`src/logic/sbw_defines.svh`:
```
// Purpose: Constants for the subtract-with-borrow datapath slice.
// Assumes: 16-bit instruction words, 8-bit data, 12-bit file address.
// Notes: Opcodes are matched on their fixed upper bits; SLEEP is matched on the whole word.
// Function
// (RULE1) The borrow subtract gives working register minus file minus not-C.
// (RULE2) Destination bit 0 writes the working register, 1 writes the file.
// (RULE3) Bank bit 0 picks the access bank, 1 picks the bank select register.
// (RULE4) A zero subtract result sets zero and sets carry for no borrow.
// (RULE5) A borrow clears carry, negative follows bit 7 of the result.
// (RULE6) A wake-up caused by the watchdog clears the timeout status bit.
// (RULE7) Sleep clears powerdown, sets timeout, clears watchdog, stops clock.
// (RULE8) Each subtract takes one cycle of four phases and updates N,OV,C,DC,Z.
`ifndef SBW_DEFINES_SVH
`define SBW_DEFINES_SVH
`define SBW_OPC_SFWB_MASK 16'hFC00
`define SBW_OPC_SFWB 16'h5400
`define SBW_OPC_SUB_WORK_FROM_FILE 16'h5C00
`define SBW_OPC_SUB_WORK_FROM_LITERAL_MASK 16'hFF00
`define SBW_OPC_SUB_WORK_FROM_LITERAL 16'h0800
`define SBW_OPC_SLEEP 16'h0003
`define SBW_BIT_DEST 9
`define SBW_BIT_BANK 8
`define SBW_ACC_SPLIT 8'h80
`define SBW_ACC_LO_BANK 4'h0
`define SBW_ACC_HI_BANK 4'hF
`define SBW_RST_WORKING_REGISTER 8'h00
`define SBW_RST_TO 1'b1
`define SBW_RST_PD 1'b1
`endif

```
`src/logic/sbw_pkg.sv`:
```
// Purpose: Types for the subtract-with-borrow datapath slice.
// Assumes: One-hot phase and operation codes.
// Notes: The whole module state is one packed struct.
`default_nettype none
package sbw_pkg;
	typedef enum logic [3:0] {
		SBW_Q1 = 4'h1,
		SBW_Q2 = 4'h2,
		SBW_Q3 = 4'h4,
		SBW_Q4 = 4'h8
	} sbw_phase_type;
	typedef enum logic [4:0] {
		SBW_OP_NONE = 5'h01,
		SBW_OP_SFWB = 5'h02,
		SBW_OP_SUB_WORK_FROM_FILE = 5'h04,
		SBW_OP_SUB_WORK_FROM_LITERAL = 5'h08,
		SBW_OP_SLEEP = 5'h10
	} sbw_op_type;
	typedef struct packed {
		logic n;
		logic ov;
		logic z;
		logic dc;
		logic c;
	} sbw_flags_type;
	typedef struct packed {
		sbw_phase_type phase;
		sbw_op_type op;
		logic dst_file;
		logic [7:0] fsel;
		logic [7:0] opa;
		logic [7:0] opb;
		logic cin;
		logic [7:0] res;
		sbw_flags_type rflags;
		logic [7:0] working_register;
		sbw_flags_type flags;
		logic to_bit;
		logic pd_bit;
		logic asleep;
		logic [11:0] addr;
		logic rd;
		logic we;
		logic [7:0] wdata;
		logic wdt_clr;
	} sbw_state_type;
endpackage
`default_nettype wire

```
`src/logic/sbw_alu.sv`:
```
// Purpose: Subtract instructions and sleep tail of an 8-bit core.
// Assumes: One instruction accepted per four-phase cycle, file read in Q2.
// Notes: Sleep halts the phase sequencer until wake_i.
`include "sbw_defines.svh"
`default_nettype none
module sbw_alu (
	input wire logic sys_clk_i,
	input wire logic rst_n_i,
	input wire logic instr_valid_i,
	input wire logic [15:0] instr_i,
	input wire logic [3:0] bank_select_register_i,
	input wire logic [7:0] file_rdata_i,
	input wire logic wake_i,
	input wire logic wake_by_watchdog_i,
	output logic instr_ready_o,
	output logic [3:0] phase_o,
	output logic [11:0] file_addr_o,
	output logic file_rd_o,
	output logic file_we_o,
	output logic [7:0] file_wdata_o,
	output logic [7:0] working_register_o,
	output sbw_pkg::sbw_flags_type flags_o,
	output logic timeout_status_bit_o,
	output logic powerdown_status_bit_o,
	output logic watchdog_counter_clr_o,
	output logic osc_stop_o
);
	sbw_pkg::sbw_state_type st_reg;
	sbw_pkg::sbw_state_type st_next;
	logic [7:0] alu_res;
	sbw_pkg::sbw_flags_type alu_flags;
	logic is_sfwb;
	logic is_sub_work_from_file;
	logic is_sub_work_from_literal;
	logic is_sleep;

	sbw_sub_unit u_sub (
		.a_i(st_reg.opa),
		.b_i(st_reg.opb),
		.cin_i(st_reg.cin),
		.res_o(alu_res),
		.flags_o(alu_flags)
	);

	// Opcode match on fixed bits
	assign is_sfwb = (instr_i & `SBW_OPC_SFWB_MASK) == `SBW_OPC_SFWB;
	assign is_sub_work_from_file = (instr_i & `SBW_OPC_SFWB_MASK) == `SBW_OPC_SUB_WORK_FROM_FILE;
	assign is_sub_work_from_literal = (instr_i & `SBW_OPC_SUB_WORK_FROM_LITERAL_MASK) == `SBW_OPC_SUB_WORK_FROM_LITERAL;
	assign is_sleep = instr_i == `SBW_OPC_SLEEP;

	// Sequencer and datapath next state
	always_comb begin
		st_next = st_reg;
		st_next.rd = 1'b0;
		st_next.we = 1'b0;
		st_next.wdt_clr = 1'b0;
		if (st_reg.asleep) begin
			// Sequencer frozen; only a wake event moves it
			if (wake_i) begin
				st_next.asleep = 1'b0;
				st_next.phase = sbw_pkg::SBW_Q1;
				if (wake_by_watchdog_i) begin
					st_next.to_bit = 1'b0; // see (RULE6)
				end
			end
		end else begin
			unique case (st_reg.phase)
				sbw_pkg::SBW_Q1: begin
					// Decode and form the file address
					st_next.phase = sbw_pkg::SBW_Q2; // see (RULE8)
					st_next.op = sbw_pkg::SBW_OP_NONE;
					st_next.dst_file = instr_i[`SBW_BIT_DEST];
					st_next.fsel = instr_i[7:0];
					if (instr_i[`SBW_BIT_BANK]) begin
						// see (RULE3)
						st_next.addr = {bank_select_register_i, instr_i[7:0]};
					end else if (instr_i[7:0] < `SBW_ACC_SPLIT) begin
						st_next.addr = {`SBW_ACC_LO_BANK, instr_i[7:0]}; // see (RULE3)
					end else begin
						st_next.addr = {`SBW_ACC_HI_BANK, instr_i[7:0]}; // see (RULE3)
					end
					if (instr_valid_i) begin
						if (is_sfwb) begin
							st_next.op = sbw_pkg::SBW_OP_SFWB;
							st_next.rd = 1'b1;
						end else if (is_sub_work_from_file) begin
							st_next.op = sbw_pkg::SBW_OP_SUB_WORK_FROM_FILE;
							st_next.rd = 1'b1;
						end else if (is_sub_work_from_literal) begin
							st_next.op = sbw_pkg::SBW_OP_SUB_WORK_FROM_LITERAL;
							st_next.dst_file = 1'b0;
						end else if (is_sleep) begin
							st_next.op = sbw_pkg::SBW_OP_SLEEP;
						end
					end
				end
				sbw_pkg::SBW_Q2: begin
					// Operand read; order depends on the instruction
					st_next.phase = sbw_pkg::SBW_Q3;
					st_next.cin = 1'b1;
					if (st_reg.op == sbw_pkg::SBW_OP_SFWB) begin
						st_next.opa = st_reg.working_register; // see (RULE1)
						st_next.opb = file_rdata_i;
						st_next.cin = st_reg.flags.c; // see (RULE1)
					end else if (st_reg.op == sbw_pkg::SBW_OP_SUB_WORK_FROM_FILE) begin
						st_next.opa = file_rdata_i;
						st_next.opb = st_reg.working_register;
					end else begin
						st_next.opa = st_reg.fsel; // Literal k
						st_next.opb = st_reg.working_register;
					end
				end
				sbw_pkg::SBW_Q3: begin
					// Process; result held for the write phase
					st_next.phase = sbw_pkg::SBW_Q4;
					st_next.res = alu_res;
					st_next.rflags = alu_flags;
					if (st_reg.dst_file && (st_reg.op == sbw_pkg::SBW_OP_SFWB ||
						st_reg.op == sbw_pkg::SBW_OP_SUB_WORK_FROM_FILE)) begin
						st_next.we = 1'b1; // see (RULE2)
						st_next.wdata = alu_res;
					end
				end
				sbw_pkg::SBW_Q4: begin
					// Write destination or go to sleep
					st_next.phase = sbw_pkg::SBW_Q1;
					if (st_reg.op == sbw_pkg::SBW_OP_SLEEP) begin
						st_next.pd_bit = 1'b0; // see (RULE7)
						st_next.to_bit = 1'b1; // see (RULE7)
						st_next.wdt_clr = 1'b1; // see (RULE7)
						st_next.asleep = 1'b1; // see (RULE7)
					end else if (st_reg.op != sbw_pkg::SBW_OP_NONE) begin
						st_next.flags = st_reg.rflags; // see (RULE8) (RULE4)
						if (!st_reg.dst_file) begin
							st_next.working_register = st_reg.res; // see (RULE2)
						end
					end
				end
			endcase
		end
	end

	// State register, synchronous reset
	always_ff @(posedge sys_clk_i) begin
		if (!rst_n_i) begin
			st_reg <= '0;
			st_reg.phase <= sbw_pkg::SBW_Q1;
			st_reg.op <= sbw_pkg::SBW_OP_NONE;
			st_reg.working_register <= `SBW_RST_WORKING_REGISTER;
			st_reg.to_bit <= `SBW_RST_TO;
			st_reg.pd_bit <= `SBW_RST_PD;
		end else begin
			st_reg <= st_next;
		end
	end

	// Outputs straight from state
	assign instr_ready_o = (st_reg.phase == sbw_pkg::SBW_Q1) && !st_reg.asleep;
	assign phase_o = st_reg.phase;
	assign file_addr_o = st_reg.addr;
	assign file_rd_o = st_reg.rd;
	assign file_we_o = st_reg.we;
	assign file_wdata_o = st_reg.wdata;
	assign working_register_o = st_reg.working_register;
	assign flags_o = st_reg.flags;
	assign timeout_status_bit_o = st_reg.to_bit;
	assign powerdown_status_bit_o = st_reg.pd_bit;
	assign watchdog_counter_clr_o = st_reg.wdt_clr;
	assign osc_stop_o = st_reg.asleep;

	// Checks on the datapath and sequencer
	property p_borrow_calc;
		@(posedge sys_clk_i) disable iff (!rst_n_i)
		(st_reg.phase == sbw_pkg::SBW_Q3 && !st_reg.asleep &&
			st_reg.op == sbw_pkg::SBW_OP_SFWB) |=>
		st_reg.res == 8'($past(st_reg.opa) - $past(st_reg.opb)
			- {7'h00, !$past(st_reg.cin)});
	endproperty
	a_borrow_calc: assert property (p_borrow_calc) // see (RULE1)
		else $error("borrow subtract result wrong");

	property p_dest_file;
		@(posedge sys_clk_i) disable iff (!rst_n_i)
		(st_reg.phase == sbw_pkg::SBW_Q3 && !st_reg.asleep &&
			st_reg.dst_file && st_reg.op == sbw_pkg::SBW_OP_SUB_WORK_FROM_FILE) |=>
		file_we_o && file_wdata_o == st_reg.res ##1
		working_register_o == $past(working_register_o, 2);
	endproperty
	a_dest_file: assert property (p_dest_file) // see (RULE2)
		else $error("file destination write wrong");

	property p_dest_work;
		@(posedge sys_clk_i) disable iff (!rst_n_i)
		(st_reg.phase == sbw_pkg::SBW_Q4 && !st_reg.asleep &&
			!st_reg.dst_file && st_reg.op == sbw_pkg::SBW_OP_SFWB) |->
		!file_we_o ##1 working_register_o == $past(st_reg.res);
	endproperty
	a_dest_work: assert property (p_dest_work) // see (RULE2)
		else $error("working register destination wrong");

	property p_bank_sel;
		@(posedge sys_clk_i) disable iff (!rst_n_i)
		(instr_ready_o && instr_i[`SBW_BIT_BANK]) |=>
		file_addr_o == {$past(bank_select_register_i), $past(instr_i[7:0])};
	endproperty
	a_bank_sel: assert property (p_bank_sel) // see (RULE3)
		else $error("bank select address wrong");

	property p_access_bank;
		@(posedge sys_clk_i) disable iff (!rst_n_i)
		(instr_ready_o && !instr_i[`SBW_BIT_BANK]) |=>
		file_addr_o[11:8] == ($past(instr_i[7]) ? `SBW_ACC_HI_BANK
			: `SBW_ACC_LO_BANK);
	endproperty
	a_access_bank: assert property (p_access_bank) // see (RULE3)
		else $error("access bank address wrong");

	property p_zero_flags;
		@(posedge sys_clk_i) disable iff (!rst_n_i)
		(st_reg.phase == sbw_pkg::SBW_Q4 && !st_reg.asleep &&
			st_reg.op == sbw_pkg::SBW_OP_SFWB && st_reg.res == 8'h00) |=>
		flags_o.z && flags_o.c;
	endproperty
	a_zero_flags: assert property (p_zero_flags) // see (RULE4)
		else $error("zero result flags wrong");

	property p_borrow_flags;
		@(posedge sys_clk_i) disable iff (!rst_n_i)
		(st_reg.phase == sbw_pkg::SBW_Q3 && !st_reg.asleep &&
			st_reg.op != sbw_pkg::SBW_OP_NONE &&
			st_reg.op != sbw_pkg::SBW_OP_SLEEP) |=> ##1
		flags_o.n == $past(st_reg.res[7]) && flags_o.c == ({1'b0,
			$past(st_reg.opa, 2)} >= {1'b0, $past(st_reg.opb, 2)} +
			{8'h00, !$past(st_reg.cin, 2)});
	endproperty
	a_borrow_flags: assert property (p_borrow_flags) // see (RULE5)
		else $error("negative or borrow flag wrong");

	property p_wdt_wake;
		@(posedge sys_clk_i) disable iff (!rst_n_i)
		(st_reg.asleep && wake_i && wake_by_watchdog_i) |=>
		!timeout_status_bit_o && !osc_stop_o;
	endproperty
	a_wdt_wake: assert property (p_wdt_wake) // see (RULE6)
		else $error("watchdog wake did not clear timeout");

	property p_sleep_entry;
		@(posedge sys_clk_i) disable iff (!rst_n_i)
		(st_reg.phase == sbw_pkg::SBW_Q4 && !st_reg.asleep &&
			st_reg.op == sbw_pkg::SBW_OP_SLEEP) |=>
		!powerdown_status_bit_o && timeout_status_bit_o &&
		watchdog_counter_clr_o && osc_stop_o ##1 !watchdog_counter_clr_o;
	endproperty
	a_sleep_entry: assert property (p_sleep_entry) // see (RULE7)
		else $error("sleep entry status wrong");

	property p_four_phase;
		@(posedge sys_clk_i) disable iff (!rst_n_i)
		(instr_ready_o && instr_valid_i && is_sfwb) |=>
		phase_o == sbw_pkg::SBW_Q2 ##1 phase_o == sbw_pkg::SBW_Q3 ##1
		phase_o == sbw_pkg::SBW_Q4 ##1 phase_o == sbw_pkg::SBW_Q1;
	endproperty
	a_four_phase: assert property (p_four_phase) // see (RULE8)
		else $error("subtract did not take four phases");

	c_sfwb: cover property (@(posedge sys_clk_i) disable iff (!rst_n_i)
		st_reg.phase == sbw_pkg::SBW_Q4 && st_reg.op == sbw_pkg::SBW_OP_SFWB);
	c_sleep: cover property (@(posedge sys_clk_i) disable iff (!rst_n_i)
		$rose(osc_stop_o));
	c_wdt_wake: cover property (@(posedge sys_clk_i) disable iff (!rst_n_i)
		st_reg.asleep && wake_i && wake_by_watchdog_i);
	c_sub_work_from_literal: cover property (@(posedge sys_clk_i) disable iff (!rst_n_i)
		st_reg.phase == sbw_pkg::SBW_Q4 && st_reg.op == sbw_pkg::SBW_OP_SUB_WORK_FROM_LITERAL);
endmodule
`default_nettype wire

```
`src/logic/sbw_sub_unit.sv`:
```
// Purpose: Eight-bit subtract a - b - not(cin) with status flags.
// Assumes: cin high means no borrow pending.
// Notes: Purely combinational; carry out high means no borrow.
`default_nettype none
module sbw_sub_unit (
	input wire logic [7:0] a_i,
	input wire logic [7:0] b_i,
	input wire logic cin_i,
	output logic [7:0] res_o,
	output sbw_pkg::sbw_flags_type flags_o
);
	logic [8:0] sum;
	logic [4:0] low;
	// Two's complement add of the inverted subtrahend
	always_comb begin
		sum = {1'b0, a_i} + {1'b0, ~b_i} + {8'h00, cin_i}; // see (RULE1)
		low = {1'b0, a_i[3:0]} + {1'b0, ~b_i[3:0]} + {4'h0, cin_i};
		res_o = sum[7:0];
		flags_o.c = sum[8]; // see (RULE4) (RULE5)
		flags_o.dc = low[4];
		flags_o.z = (sum[7:0] == 8'h00); // see (RULE4)
		flags_o.n = sum[7]; // see (RULE5)
		flags_o.ov = (a_i[7] != b_i[7]) && (sum[7] != a_i[7]);
	end
endmodule
`default_nettype wire
```
`config.mk`:
```
export PLATFORM = sky130hd
export DESIGN_NAME = sbw_alu
export DESIGN_NICKNAME = d
export VERILOG_FILES = /design/src/logic/sbw_pkg.sv /design/src/logic/sbw_alu.sv /design/src/logic/sbw_sub_unit.sv
export VERILOG_INCLUDE_DIRS = /design/src /design/src/logic
export SDC_FILE = /design/constraint.sdc
export NUM_CORES = 1
export LEC_CHECK = 0
export BUFFER_PORTS_ARGS = -buffer_cell sky130_fd_sc_hd__buf_4
export CORE_MARGIN = 2
export CORE_UTILIZATION = 41
export CTS_BUF_LIST = sky130_fd_sc_hd__clkbuf_2 sky130_fd_sc_hd__clkbuf_4 sky130_fd_sc_hd__clkbuf_8
export DETAILED_ROUTE_END_ITERATION = 7
export MAX_ROUTING_LAYER = met4
export PLACE_DENSITY = 0.69
export SLEW_MARGIN = 20
export SYNTH_ARGS = -nofsm -noshare
export SYNTH_HDL_FRONTEND = slang
export SYNTH_SLANG_ARGS = --single-unit
```
`constraint.sdc`:
```
create_clock -name sys_clk_i -period 2.38 [get_ports sys_clk_i]
set_input_delay 0.119 -clock sys_clk_i [delete_from_list [all_inputs] [get_ports sys_clk_i]]
set_output_delay 0.119 -clock sys_clk_i [all_outputs]
set_load 0.005 [all_outputs]
```
==> results of run 1 <==
worst paths after layout:
check	to	slack, ps
worst min-delay path	st_reg[77]$_SDFFE_PN0P_	10
worst max-delay path	st_reg[41]$_SDFFE_PN0P_	150
worst min register to register	st_reg[50]$_SDFFE_PN0P_	460
worst max register to register	st_reg[41]$_SDFFE_PN0P_	150
metrics by stage:
step / area (um^2) / utilization (%) / hold slack (ps) / total power (W)
after floorplan: 3910 / - / 237 / 0.00163
after global placement: 4320 / 46.8 / 378 / 0.00174
after detailed placement: 4320 / 46.8 / 389 / 0.00174
after CTS: 4530 / 49.0 / 2.44 / 0.00274
after global routing: 4550 / 49.2 / 5.13 / 0.00286
final: 4550 / 49.2 / 11.0 / 0.00273
critical path, stage by stage (launching register included):
cell and delay [ps]:
dfxtp_1 320, inv_1 80, fa_2 200, inv_1 50
fa_2 350, buf_4 150, a21o_1 200, a211oi_2 220
o2111a_1 200, o221ai_1 120, o31ai_1 260
power by group through the flow:
stage / registers (W) / logic, W / clock network, W
after global routing: 0.00138 / 0.000394 / 0.00109
after floorplan: 0.00139 / 0.000237 / 0
after detailed placement: 0.00140 / 0.000343 / 0
after CTS: 0.00137 / 0.000348 / 0.00102
after global placement: 0.00140 / 0.000341 / 0
final: 0.00137 / 0.000355 / 0.00101
area by class of cell:
class	count	area (um^2)	area share, %
multi-input cells	308	1910	42.0
flip-flops and latches	78	1560	34.3
repair buffers	87	666	14.6
well taps	129	161	3.55
clock buffers	10	138	3.02
clock inverters	6	61.3	1.35
inverters	14	52.6	1.15
layout by cell type, fill, tap and decap left out, drive strengths merged, types with 2 or more instances in the layout:
cell / n
a211o: 8
o21ai: 10
nor2: 60
nor3: 16
nand2b: 2
a21oi: 36
mux2i: 24
inv: 13
or2: 2
or3: 4
a211oi: 14
clkinv: 5
nor2b: 4
ha: 7
o31ai: 2
clkbuf: 10
nor4b: 2
nand2: 58
o21a: 3
nand3: 12
nand4: 3
xnor2: 4
dfxtp: 78
and3: 4
o211a: 2
fa: 2
a21o: 5
a311oi: 8
buf: 87
per-layer routing:
layer | share of wire [%] | up-vias | wire (um)
li1 | - | 1639 | -
met1 | 51 | 1504 | 4640
met2 | 44 | 72 | 3940
met3 | 3.6 | 9 | 329
met4 | 1.6 | 0 | 142
met5 | 0 | - | 0
what timing repair did:
item / 4_1_cts / 5_1_grt
hold endpoints to repair: 0 / 0
endpoints found under the setup margin: 2 / 3
buffers inserted: 0 / 0
pin swaps: 0 / 3
gates resized for setup: 1 / 6
cells by family (layout without fill, tap and decap cells):
kind of cell	Yosys count	after routing	synth area share [%]
DFF	78	78	39.9
muxes	24	24	6.14
buffers and inverters	75	117	12.0
and+or+nand+nor	173	173	20.1
xor gates and xnor gates	5	5	1.12
adders and majority gates	9	9	3.26
AOI/OAI and AO/OA	97	97	17.4
==> impl_results.md, run 1 <==
* Floorplan row count at 35
* DRT Pass-1 Iters at 4
* PD cells at 600 nW/um^2
* Total grt overflow at 0
* EDFF count, synth at 0
* Antenna Nets Post-Route at 0
* Sw frac at 26.3%
* Setup TNS at 0 ps
* Top-count cell post-synth: dfxtp_1
* Synthesized area per cell at 8.48 um^2
* GRT met1 Usage at 26.7%
* DRC at 0
* Final nets at 540
* Switch Pwr at 0.000719 W
* Peak VDD IR at 0.300 mV
* Post-synth top area share at 39.9%
* Final WS setup at 154 ps
* Combinational share of power at 13.0%
* CTS Root Cell: clkbuf_8
* Post-CTS Hold Buffers at 0
* GRT met3 Usage at 4.35%
* CP startpoint kind: flop
* Crit-path max FO at 2
* Vias at 3224
* Routability congestion estimate at 0.927
* Core Region at 9240 um^2
* Fmax achieved at 449 MHz
* Worst-Margin Slew at 646 ps
* Reg power frac at 50.1%
* Normalized max-slew margin at 56.9%
* P_leak at 1.88 nW
* Met2 usage at 27.4%
* Netlist cell types at 59
* Synth Register Bits at 78
* # setup viols final at 0
* Worst Hold Depth at 3
* Max Root-Sink Buffers at 2
* Worst EP required at 2650 ps
* Routed Wire Length at 9.05 mm
* Clk Latency, worst-skew pair at 360 ps
* Clk pwr share at 36.9%
* CTS tree: built
* Flip-flop count of the largest register after layout at 42
* YS warnings at 0
* Placed Cells at 616
* Crit path kind: reg2reg
* DIE AREA at 10300 um^2
* Fill cells at 887
* Period utilization at 93.5%
* Internal power at 0.00201 W
* Synth Instances at 461
* CP endpoint kind: flop
* Number of max-cap violations at 0
* Largest net degree at the start of global routing at 32
* WL/cell at 14.3 um
* Most instantiated cells after synthesis: dfxtp_1, nand2_1, nor2_1, buf_4, a21oi_1
* Vias in the first global route at 2991
* Max-slew violations at 0
* Initial antenna violation count at 0
* Worst Hold Class: in2reg
* Worst r2r src: st_reg[61]$_SDFFE_PN0P_
* Post-DP HPWL at 6.84 mm
* Hold Crit Start: instr_i[9]
* Worst setup path start: st_reg[61]$_SDFFE_PN0P_
* First-pass GRT wire length at 14.7 mm
* Die Wd at 102 um
* Outcome: finished, final reports clean
* Post-synth top flop: dfxtp_1
* Post-synth top area cell: dfxtp_1
* Layout cells sized above 1 at 24.1%
* Fin crit period at 2230 ps
* Syn Nets at 503
* Initial Utilization at 42.3%
* CP arrival at 2490 ps
* Hold Violations, Final at 0
* Final setup skew at 8.40 ps
* FFs w/ async S/R, synth at 0%
* Synth top area cells: dfxtp_1, buf_4, mux2i_1
* Vias per cell at 5.10
* Worst r2r path cells at 10
* All-Layer GR Usage at 19.1%
* Ports at 77
* Initial drt markers at 137
* Seq/Total Area, Yosys at 39.9%
* Ant diodes at 0
* CTS buffer count at 9
* Gr busiest metal: met2
* Number of port buffers at 76
* Fin cells at 632
* Die height at 102 um
* Sink Count at 78
* H-tree levels at 3
* Area growth syn-to-layout at 16.3%
* Reg clk slew, reported paths at 90 ps
* Pre-CTS WS at -32.8 ps
* Synthesized cell area at 3910 um^2
(Power assumes the default switching activity.)
==> run 2, diff against run 1 <==
--- a/config.mk
+++ b/config.mk
@@ -8,11 +8,11 @@
 export LEC_CHECK = 0
 export BUFFER_PORTS_ARGS = -buffer_cell sky130_fd_sc_hd__buf_4
 export CORE_MARGIN = 2
-export CORE_UTILIZATION = 41
+export CORE_UTILIZATION = 57
 export CTS_BUF_LIST = sky130_fd_sc_hd__clkbuf_2 sky130_fd_sc_hd__clkbuf_4 sky130_fd_sc_hd__clkbuf_8
 export DETAILED_ROUTE_END_ITERATION = 7
 export MAX_ROUTING_LAYER = met4
-export PLACE_DENSITY = 0.69
+export PLACE_DENSITY = 0.89
 export SLEW_MARGIN = 20
 export SYNTH_ARGS = -nofsm -noshare
 export SYNTH_HDL_FRONTEND = slang
==> run 2 against run 1 <==
  * Register-to-register slack about the same
  * Critical path depth down 1
  * Wire length grew 0.97%
  * Largest cell class unchanged
  * Final cell count down 8.5%
  * Critical endpoint is now file_wdata_o[6]$_SDFFE_PN0P_
==> impl_results.md, run 2 (synthesis results as in run 1) <==
* Outcome: finished, final reports clean (unchanged)
* Flip-flop count of the largest register after layout at 42 (unchanged)
* Area growth syn-to-layout at 14.4% (was 16.3%)
* Pwr Total at 0.00294 W (was 0.00273 W)
* Ports at 77 (unchanged)
* PD cells at 656 nW/um^2 (was 600 nW/um^2)
* RSZ-0062 raised after global routing: no
* Fin area at 4470 um^2 (was 4550 um^2)
* Die Wd at 86.8 um (was 102 um)
* DRT Pass-1 Iters at 6 (was 4)
* Clk Latency, worst-skew pair at 360 ps (about the same)
* Normalized max-slew margin at 56.6% (was 56.9%)
* Peak VDD IR at 0.333 mV (was 0.300 mV)
* Total setup buffers inserted after CTS at 0 (unchanged)
* Max-slew violations at 0 (unchanged)
* Initial drt markers at 211 (was 137)
* CTS buffer count at 9 (unchanged)
* Die height at 86.8 um (was 102 um)
* Floorplan row count at 30 (was 35)
* CP max stage delay at 440 ps (was 350 ps)
* # setup viols final at 0 (unchanged)
* Crit path kind: reg2reg (unchanged)
* Number of max-cap violations at 0 (unchanged)
* Vias per cell at 5.81 (was 5.10)
* Hold Crit Start: instr_i[2] (was instr_i[9])
* Fmax achieved at 449 MHz (about the same)
* H-tree levels at 3 (unchanged)
* CP bufs+invs at 2 (was 3)
* Hold Violations, Final at 0 (unchanged)
* Worst EP required at 2680 ps (was 2650 ps)
* CTS tree: built (unchanged)
* P_leak at 1.87 nW (was 1.88 nW)
* Initial Utilization at 58.2% (was 42.3%)
* Final nets at 535 (was 540)
* Worst path slowest cell: fa_1 (was fa_2)
* All-Layer GR Usage at 26.2% (was 19.1%)
* Largest net degree at the start of global routing at 40 (was 32)
* Worst r2r path cells at 9 (was 10)
* Crit-path max FO at 3 (was 2)
* Commonest non-fill, non-tap cell in the layout: buf_4 (unchanged)
* Sink Count at 78 (unchanged)
* Total grt overflow at 0 (unchanged)
* Initial antenna violation count at 0 (unchanged)
* Vias at 3356 (was 3224)
* Worst r2r src: st_reg[61]$_SDFFE_PN0P_ (unchanged)
* DRC at 0 (unchanged)
* WP depth at 9 (was 10)
* Period utilization at 93.5% (about the same)
* Routed Wire Length at 9.14 mm (was 9.05 mm)
* Setup TNS at 0 ps (unchanged)
* Crit path max-delay family: compound AO/OA/AOI/OAI gates (unchanged)
* CP arrival at 2520 ps (was 2490 ps)
* Fin crit period at 2220 ps (was 2230 ps)
* Worst Hold Depth at 3 (unchanged)
* Worst Hold Class: in2reg (unchanged)
* Ant diodes at 0 (unchanged)
* Worst setup path start: st_reg[61]$_SDFFE_PN0P_ (unchanged)
* Max Root-Sink Buffers at 2 (unchanged)
* Vias in the first global route at 3258 (was 2991)
* Post-DP HPWL at 6.74 mm (was 6.84 mm)
* Worst-Margin Slew at 650 ps (was 646 ps)
* Routability congestion estimate at 0.928 (was 0.927)
* CP startpoint kind: flop (unchanged)
* Reg clk slew, reported paths at 80 ps (was 90 ps)
* CP endpoint kind: flop (unchanged)
* Cells along the critical path: inv_1 > fa_1 > inv_1 > fa_1 > a211oi_2 > o21ai_0 > a221oi_2 > mux2i_1 > nor2_1 (was inv_1 > fa_2 > inv_1 > fa_2 > buf_4 > a21o_1 > a211oi_2 > o2111a_1 > o221ai_1 > o31ai_1)
* DIE AREA at 7540 um^2 (was 10300 um^2)
* Layout cells sized above 1 at 22.5% (was 24.1%)
* CTS Root Cell: clkbuf_8 (unchanged)
* Final setup skew at 5.27 ps (was 8.40 ps)
* Antenna Nets Post-Route at 0 (unchanged)
* Number of port buffers at 76 (unchanged)
* Highest-count cells in the layout ignoring fill and taps: buf_4, dfxtp_1, nor2_1, nand2_1, a21oi_1 (unchanged)
* Core Region at 6720 um^2 (was 9240 um^2)
* WL/cell at 15.8 um (was 14.3 um)
* Dpl cell area at 4210 um^2 (was 4320 um^2)
* First-pass GRT wire length at 15.0 mm (was 14.7 mm)
[run 2: path summary, 6_finish.rpt]
check,endpoint,slack [ps]
worst min register to register,st_reg[48]$_SDFFE_PN0P_,460
worst max register to register,file_wdata_o[6]$_SDFFE_PN0P_,160
worst max-delay path,file_wdata_o[6]$_SDFFE_PN0P_,160
worst min-delay path,st_reg[71]$_SDFFE_PN0P_,20
[run 2: per-layer routing]
metal	track usage [%]	vias up	wire length, um
li1	-	1631	-
met1	32.2	1569	3940
met2	42.4	136	4390
met3	4.29	20	596
met4	11.6	0	216
met5	-	-	0
[run 2: timing repair]
item / in CTS / in global routing
hold buffers: 0 / 0
endpoints found under the setup margin: 0 / 3
resized for setup: 0 / 3
[run 2: final cells by class]
| type | instances | area (um^2) |
|---|---|---|
| Clock buffer | 10 | 138 |
| Clock inverter | 6 | 109 |
| Fill cell | 554 | 2250 |
| Inverter | 14 | 52.6 |
| Multi-Input combinational cell | 308 | 1900 |
| Sequential cell | 78 | 1560 |
| Tap cell | 80 | 100 |
| Timing Repair Buffer | 82 | 616 |
[run 2: through the flow]
step | cells | setup WS [ps] | util, % | hold slack [ps]
2_1_floorplan | 461 | 273 | - | 237
3_3_place_gp | 562 | 145 | 62.7 | 373
3_5_place_dp | 562 | 67.3 | 62.7 | 389
4_1_cts | 578 | 71.1 | 66.3 | 11.8
5_1_grt | 578 | 8.43 | 66.6 | 12.6
6_report | 578 | 155 | 66.6 | 15.3
[run 2: worst register-to-register path, stage by stage (launching register included)]
cell      delay (ps)
dfxtp_1          320
inv_1             70
fa_1             190
inv_1             60
fa_1             440
a211oi_2         320
o21ai_0          190
a221oi_2         370
mux2i_1          130
nor2_1            90
[run 2: power by group]
part           switching, W  internal, W  leakage [nW]
Sequential        0.0000294      0.00134         0.633
Combinational      0.000194     0.000157          1.11
Clock              0.000491     0.000723         0.126
==> run 3, diff against run 2 <==
--- a/config.mk
+++ b/config.mk
@@ -8,11 +8,11 @@
 export LEC_CHECK = 0
 export BUFFER_PORTS_ARGS = -buffer_cell sky130_fd_sc_hd__buf_4
 export CORE_MARGIN = 2
-export CORE_UTILIZATION = 57
+export CORE_UTILIZATION = 62
 export CTS_BUF_LIST = sky130_fd_sc_hd__clkbuf_2 sky130_fd_sc_hd__clkbuf_4 sky130_fd_sc_hd__clkbuf_8
 export DETAILED_ROUTE_END_ITERATION = 7
 export MAX_ROUTING_LAYER = met4
-export PLACE_DENSITY = 0.89
+export PLACE_DENSITY_LB_ADDON = 0.3
 export SLEW_MARGIN = 20
 export SYNTH_ARGS = -nofsm -noshare
 export SYNTH_HDL_FRONTEND = slang
==> constraint.sdc (replaced) <==
create_clock -name sys_clk_i -period 2.7 [get_ports sys_clk_i]
set_input_delay 0.135 -clock sys_clk_i [delete_from_list [all_inputs] [get_ports sys_clk_i]]
set_output_delay 0.135 -clock sys_clk_i [all_outputs]
set_load 0.005 [all_outputs]
==> run 3 against run 2 <==
  * Clock power shrank 9%
  * Register-to-register slack improved by 200 ps
  * Fmax fell by 5.3%
  * Combinational power down 14%
  * Wire length is 3.8% lower
  * Sequential share of layout area grew 0.13 points
  * Global-route usage is 0.64 points higher
  * Critical endpoint is now st_reg[50]$_SDFFE_PN0P_
  * Cell area decreased by 0.36%
==> impl_results.md, run 3 (synthesis results as in run 1) <==
* Period utilization at 87.0% (was 93.5%)
* CP most frequent cell: fa_1
* Reg clk slew, reported paths at 80 ps (about the same)
* # setup viols final at 0 (unchanged)
* CP startpoint kind: flop (unchanged)
* Dpl cell area at 4200 um^2 (was 4210 um^2)
* Hold Crit Start: instr_i[3] (was instr_i[2])
* Ports at 77 (unchanged)
* Outcome: finished, final reports clean (unchanged)
* Pwr Total at 0.00261 W (was 0.00294 W)
* Peak VDD IR at 0.424 mV (was 0.333 mV)
* Post-DP HPWL at 6.19 mm (was 6.74 mm)
* Floorplan row count at 28 (was 30)
* Final WS setup at 350 ps (was 155 ps)
* Routed Wire Length at 8.80 mm (was 9.14 mm)
* Worst r2r src: st_reg[53]$_SDFFE_PN0P_ (was st_reg[61]$_SDFFE_PN0P_)
* Total grt overflow at 0 (unchanged)
* PD cells at 586 nW/um^2 (was 656 nW/um^2)
* Layout cells sized above 1 at 21.9% (was 22.5%)
* Cells along the critical path: fa_1 > inv_1 > fa_1 > a211oi_1 > o21ai_0 > a221oi_2 > nand2_1 > a21oi_1 (was inv_1 > fa_1 > inv_1 > fa_1 > a211oi_2 > o21ai_0 > a221oi_2 > mux2i_1 > nor2_1)
* P_leak at 1.86 nW (was 1.87 nW)
* Sink Count at 78 (unchanged)
* CP bufs+invs at 1 (was 2)
* Hold Violations, Final at 0 (unchanged)
* H-tree levels at 3 (unchanged)
* Antenna Nets Post-Route at 0 (unchanged)
* Vias at 3294 (was 3356)
* Commonest non-fill, non-tap cell in the layout: buf_4 (unchanged)
* Pre-CTS WS at 381 ps (was 67.3 ps)
* Routability congestion estimate at 0.884 (was 0.928)
* Vias per cell at 5.76 (was 5.81)
* First-pass GRT wire length at 14.9 mm (was 15.0 mm)
* Final nets at 534 (was 535)
* Normalized max-slew margin at 40.9% (was 56.6%)
* Vias in the first global route at 3190 (was 3258)
* CP endpoint kind: flop (unchanged)
* Total setup buffers inserted after CTS at 0 (unchanged)
* Number of port buffers at 76 (unchanged)
* WL/cell at 15.4 um (was 15.8 um)
* Initial drt markers at 232 (was 211)
* Post-CTS Hold Buffers at 0 (unchanged)
* Die height at 83.4 um (was 86.8 um)
* CTS buffer count at 9 (unchanged)
* Area growth syn-to-layout at 13.9% (was 14.4%)
* Fmax achieved at 426 MHz (was 449 MHz)
* CTS tree: built (unchanged)
* Worst Hold Class: in2reg (unchanged)
* DRC at 0 (unchanged)
* Largest net degree at the start of global routing at 31 (was 40)
* DIE AREA at 6960 um^2 (was 7540 um^2)
* Flip-flop count of the largest register after layout at 42 (unchanged)
* Fin crit period at 2350 ps (was 2220 ps)
* RSZ-0062 raised after global routing: no (unchanged)
* Die Wd at 83.4 um (was 86.8 um)
* Worst setup path start: st_reg[53]$_SDFFE_PN0P_ (was st_reg[61]$_SDFFE_PN0P_)
* DRT Pass-1 Iters at 4 (was 6)
* CP arrival at 2630 ps (was 2520 ps)
* Initial antenna violation count at 0 (unchanged)
* All-Layer GR Usage at 26.9% (was 26.2%)
* Clk Latency, worst-skew pair at 360 ps (about the same)
* Crit-path max FO at 3 (unchanged)
* Initial Utilization at 64.9% (was 58.2%)
* Worst path slowest cell: fa_1 (unchanged)
* Setup TNS at 0 ps (unchanged)
* Core Region at 6030 um^2 (was 6720 um^2)
* CP max stage delay at 410 ps (was 440 ps)
* Ant diodes at 0 (unchanged)
* Number of max-cap violations at 0 (unchanged)
* Highest-count cells in the layout ignoring fill and taps: buf_4, dfxtp_1, nor2_1, nand2_1, a21oi_1 (unchanged)
* Crit path max-delay family: compound AO/OA/AOI/OAI gates (unchanged)
* Fin area at 4460 um^2 (was 4470 um^2)
* Final setup skew at 11.7 ps (was 5.27 ps)
* Crit path kind: reg2reg (unchanged)
* Max-slew violations at 0 (unchanged)
* Worst-Margin Slew at 884 ps (was 650 ps)
* CTS Root Cell: clkbuf_8 (unchanged)
* Max Root-Sink Buffers at 2 (unchanged)
* Worst EP required at 2980 ps (was 2680 ps)
* CTS resizes at 0 (unchanged)
[run 3: cell count changes in the layout (fill, tap and decap cells not counted), sizes merged]
cell / delta
buf: -1
clkinv: -2
inv: +2
[run 3: area by class of cell]
type                            instances  area, um^2
Inverter                               14        52.6
Multi-Input combinational cell        308        1890
Sequential cell                        78        1560
Timing Repair Buffer                   81         608
Fill cell                             480        1570
Clock inverter                          6         116
Tap cell                               75        93.8
Clock buffer                           10         138
[run 3: power breakdown]
group          total [W]  switching (W)  internal, W  leakage, nW
clock            0.00110       0.000452     0.000647        0.127
combinational   0.000303       0.000167     0.000136         1.10
sequential       0.00121      0.0000252      0.00118        0.633
total            0.00261       0.000644      0.00197         1.86
[run 3: worst paths after layout]
path / to / slack, ps / cells past startpoint
max: st_reg[50]$_SDFFE_PN0P_ / 350 / 8
min: st_reg[72]$_SDFFE_PN0P_ / 30 / 3
max reg2reg: st_reg[50]$_SDFFE_PN0P_ / 350 / 8
min reg2reg: st_reg[63]$_SDFFE_PN0P_ / 470 / 2
[run 3: tightest hold or removal path: stages]
cell	delay, ps
buf_4	110
nand2_1	50
a21oi_1	50
[run 3: through the flow]
step                      instances  hold slack, ps  util [%]
after floorplan                 461             253         -
after global placement          556             395      69.6
after detailed placement        556             396      69.6
after CTS                       572            19.8      73.9
after global routing            572            18.8      74.0
final                           572            25.2      74.0
[run 3: per-layer routing]
metal / global-route usage (%) / up-vias / wire [um]
met1: 33.4 / 1544 / 4000
li1: - / 1635 / -
met2: 43.8 / 99 / 4200
met3: 6.46 / 16 / 445
met4: 7.92 / 0 / 150
met5: - / - / 0
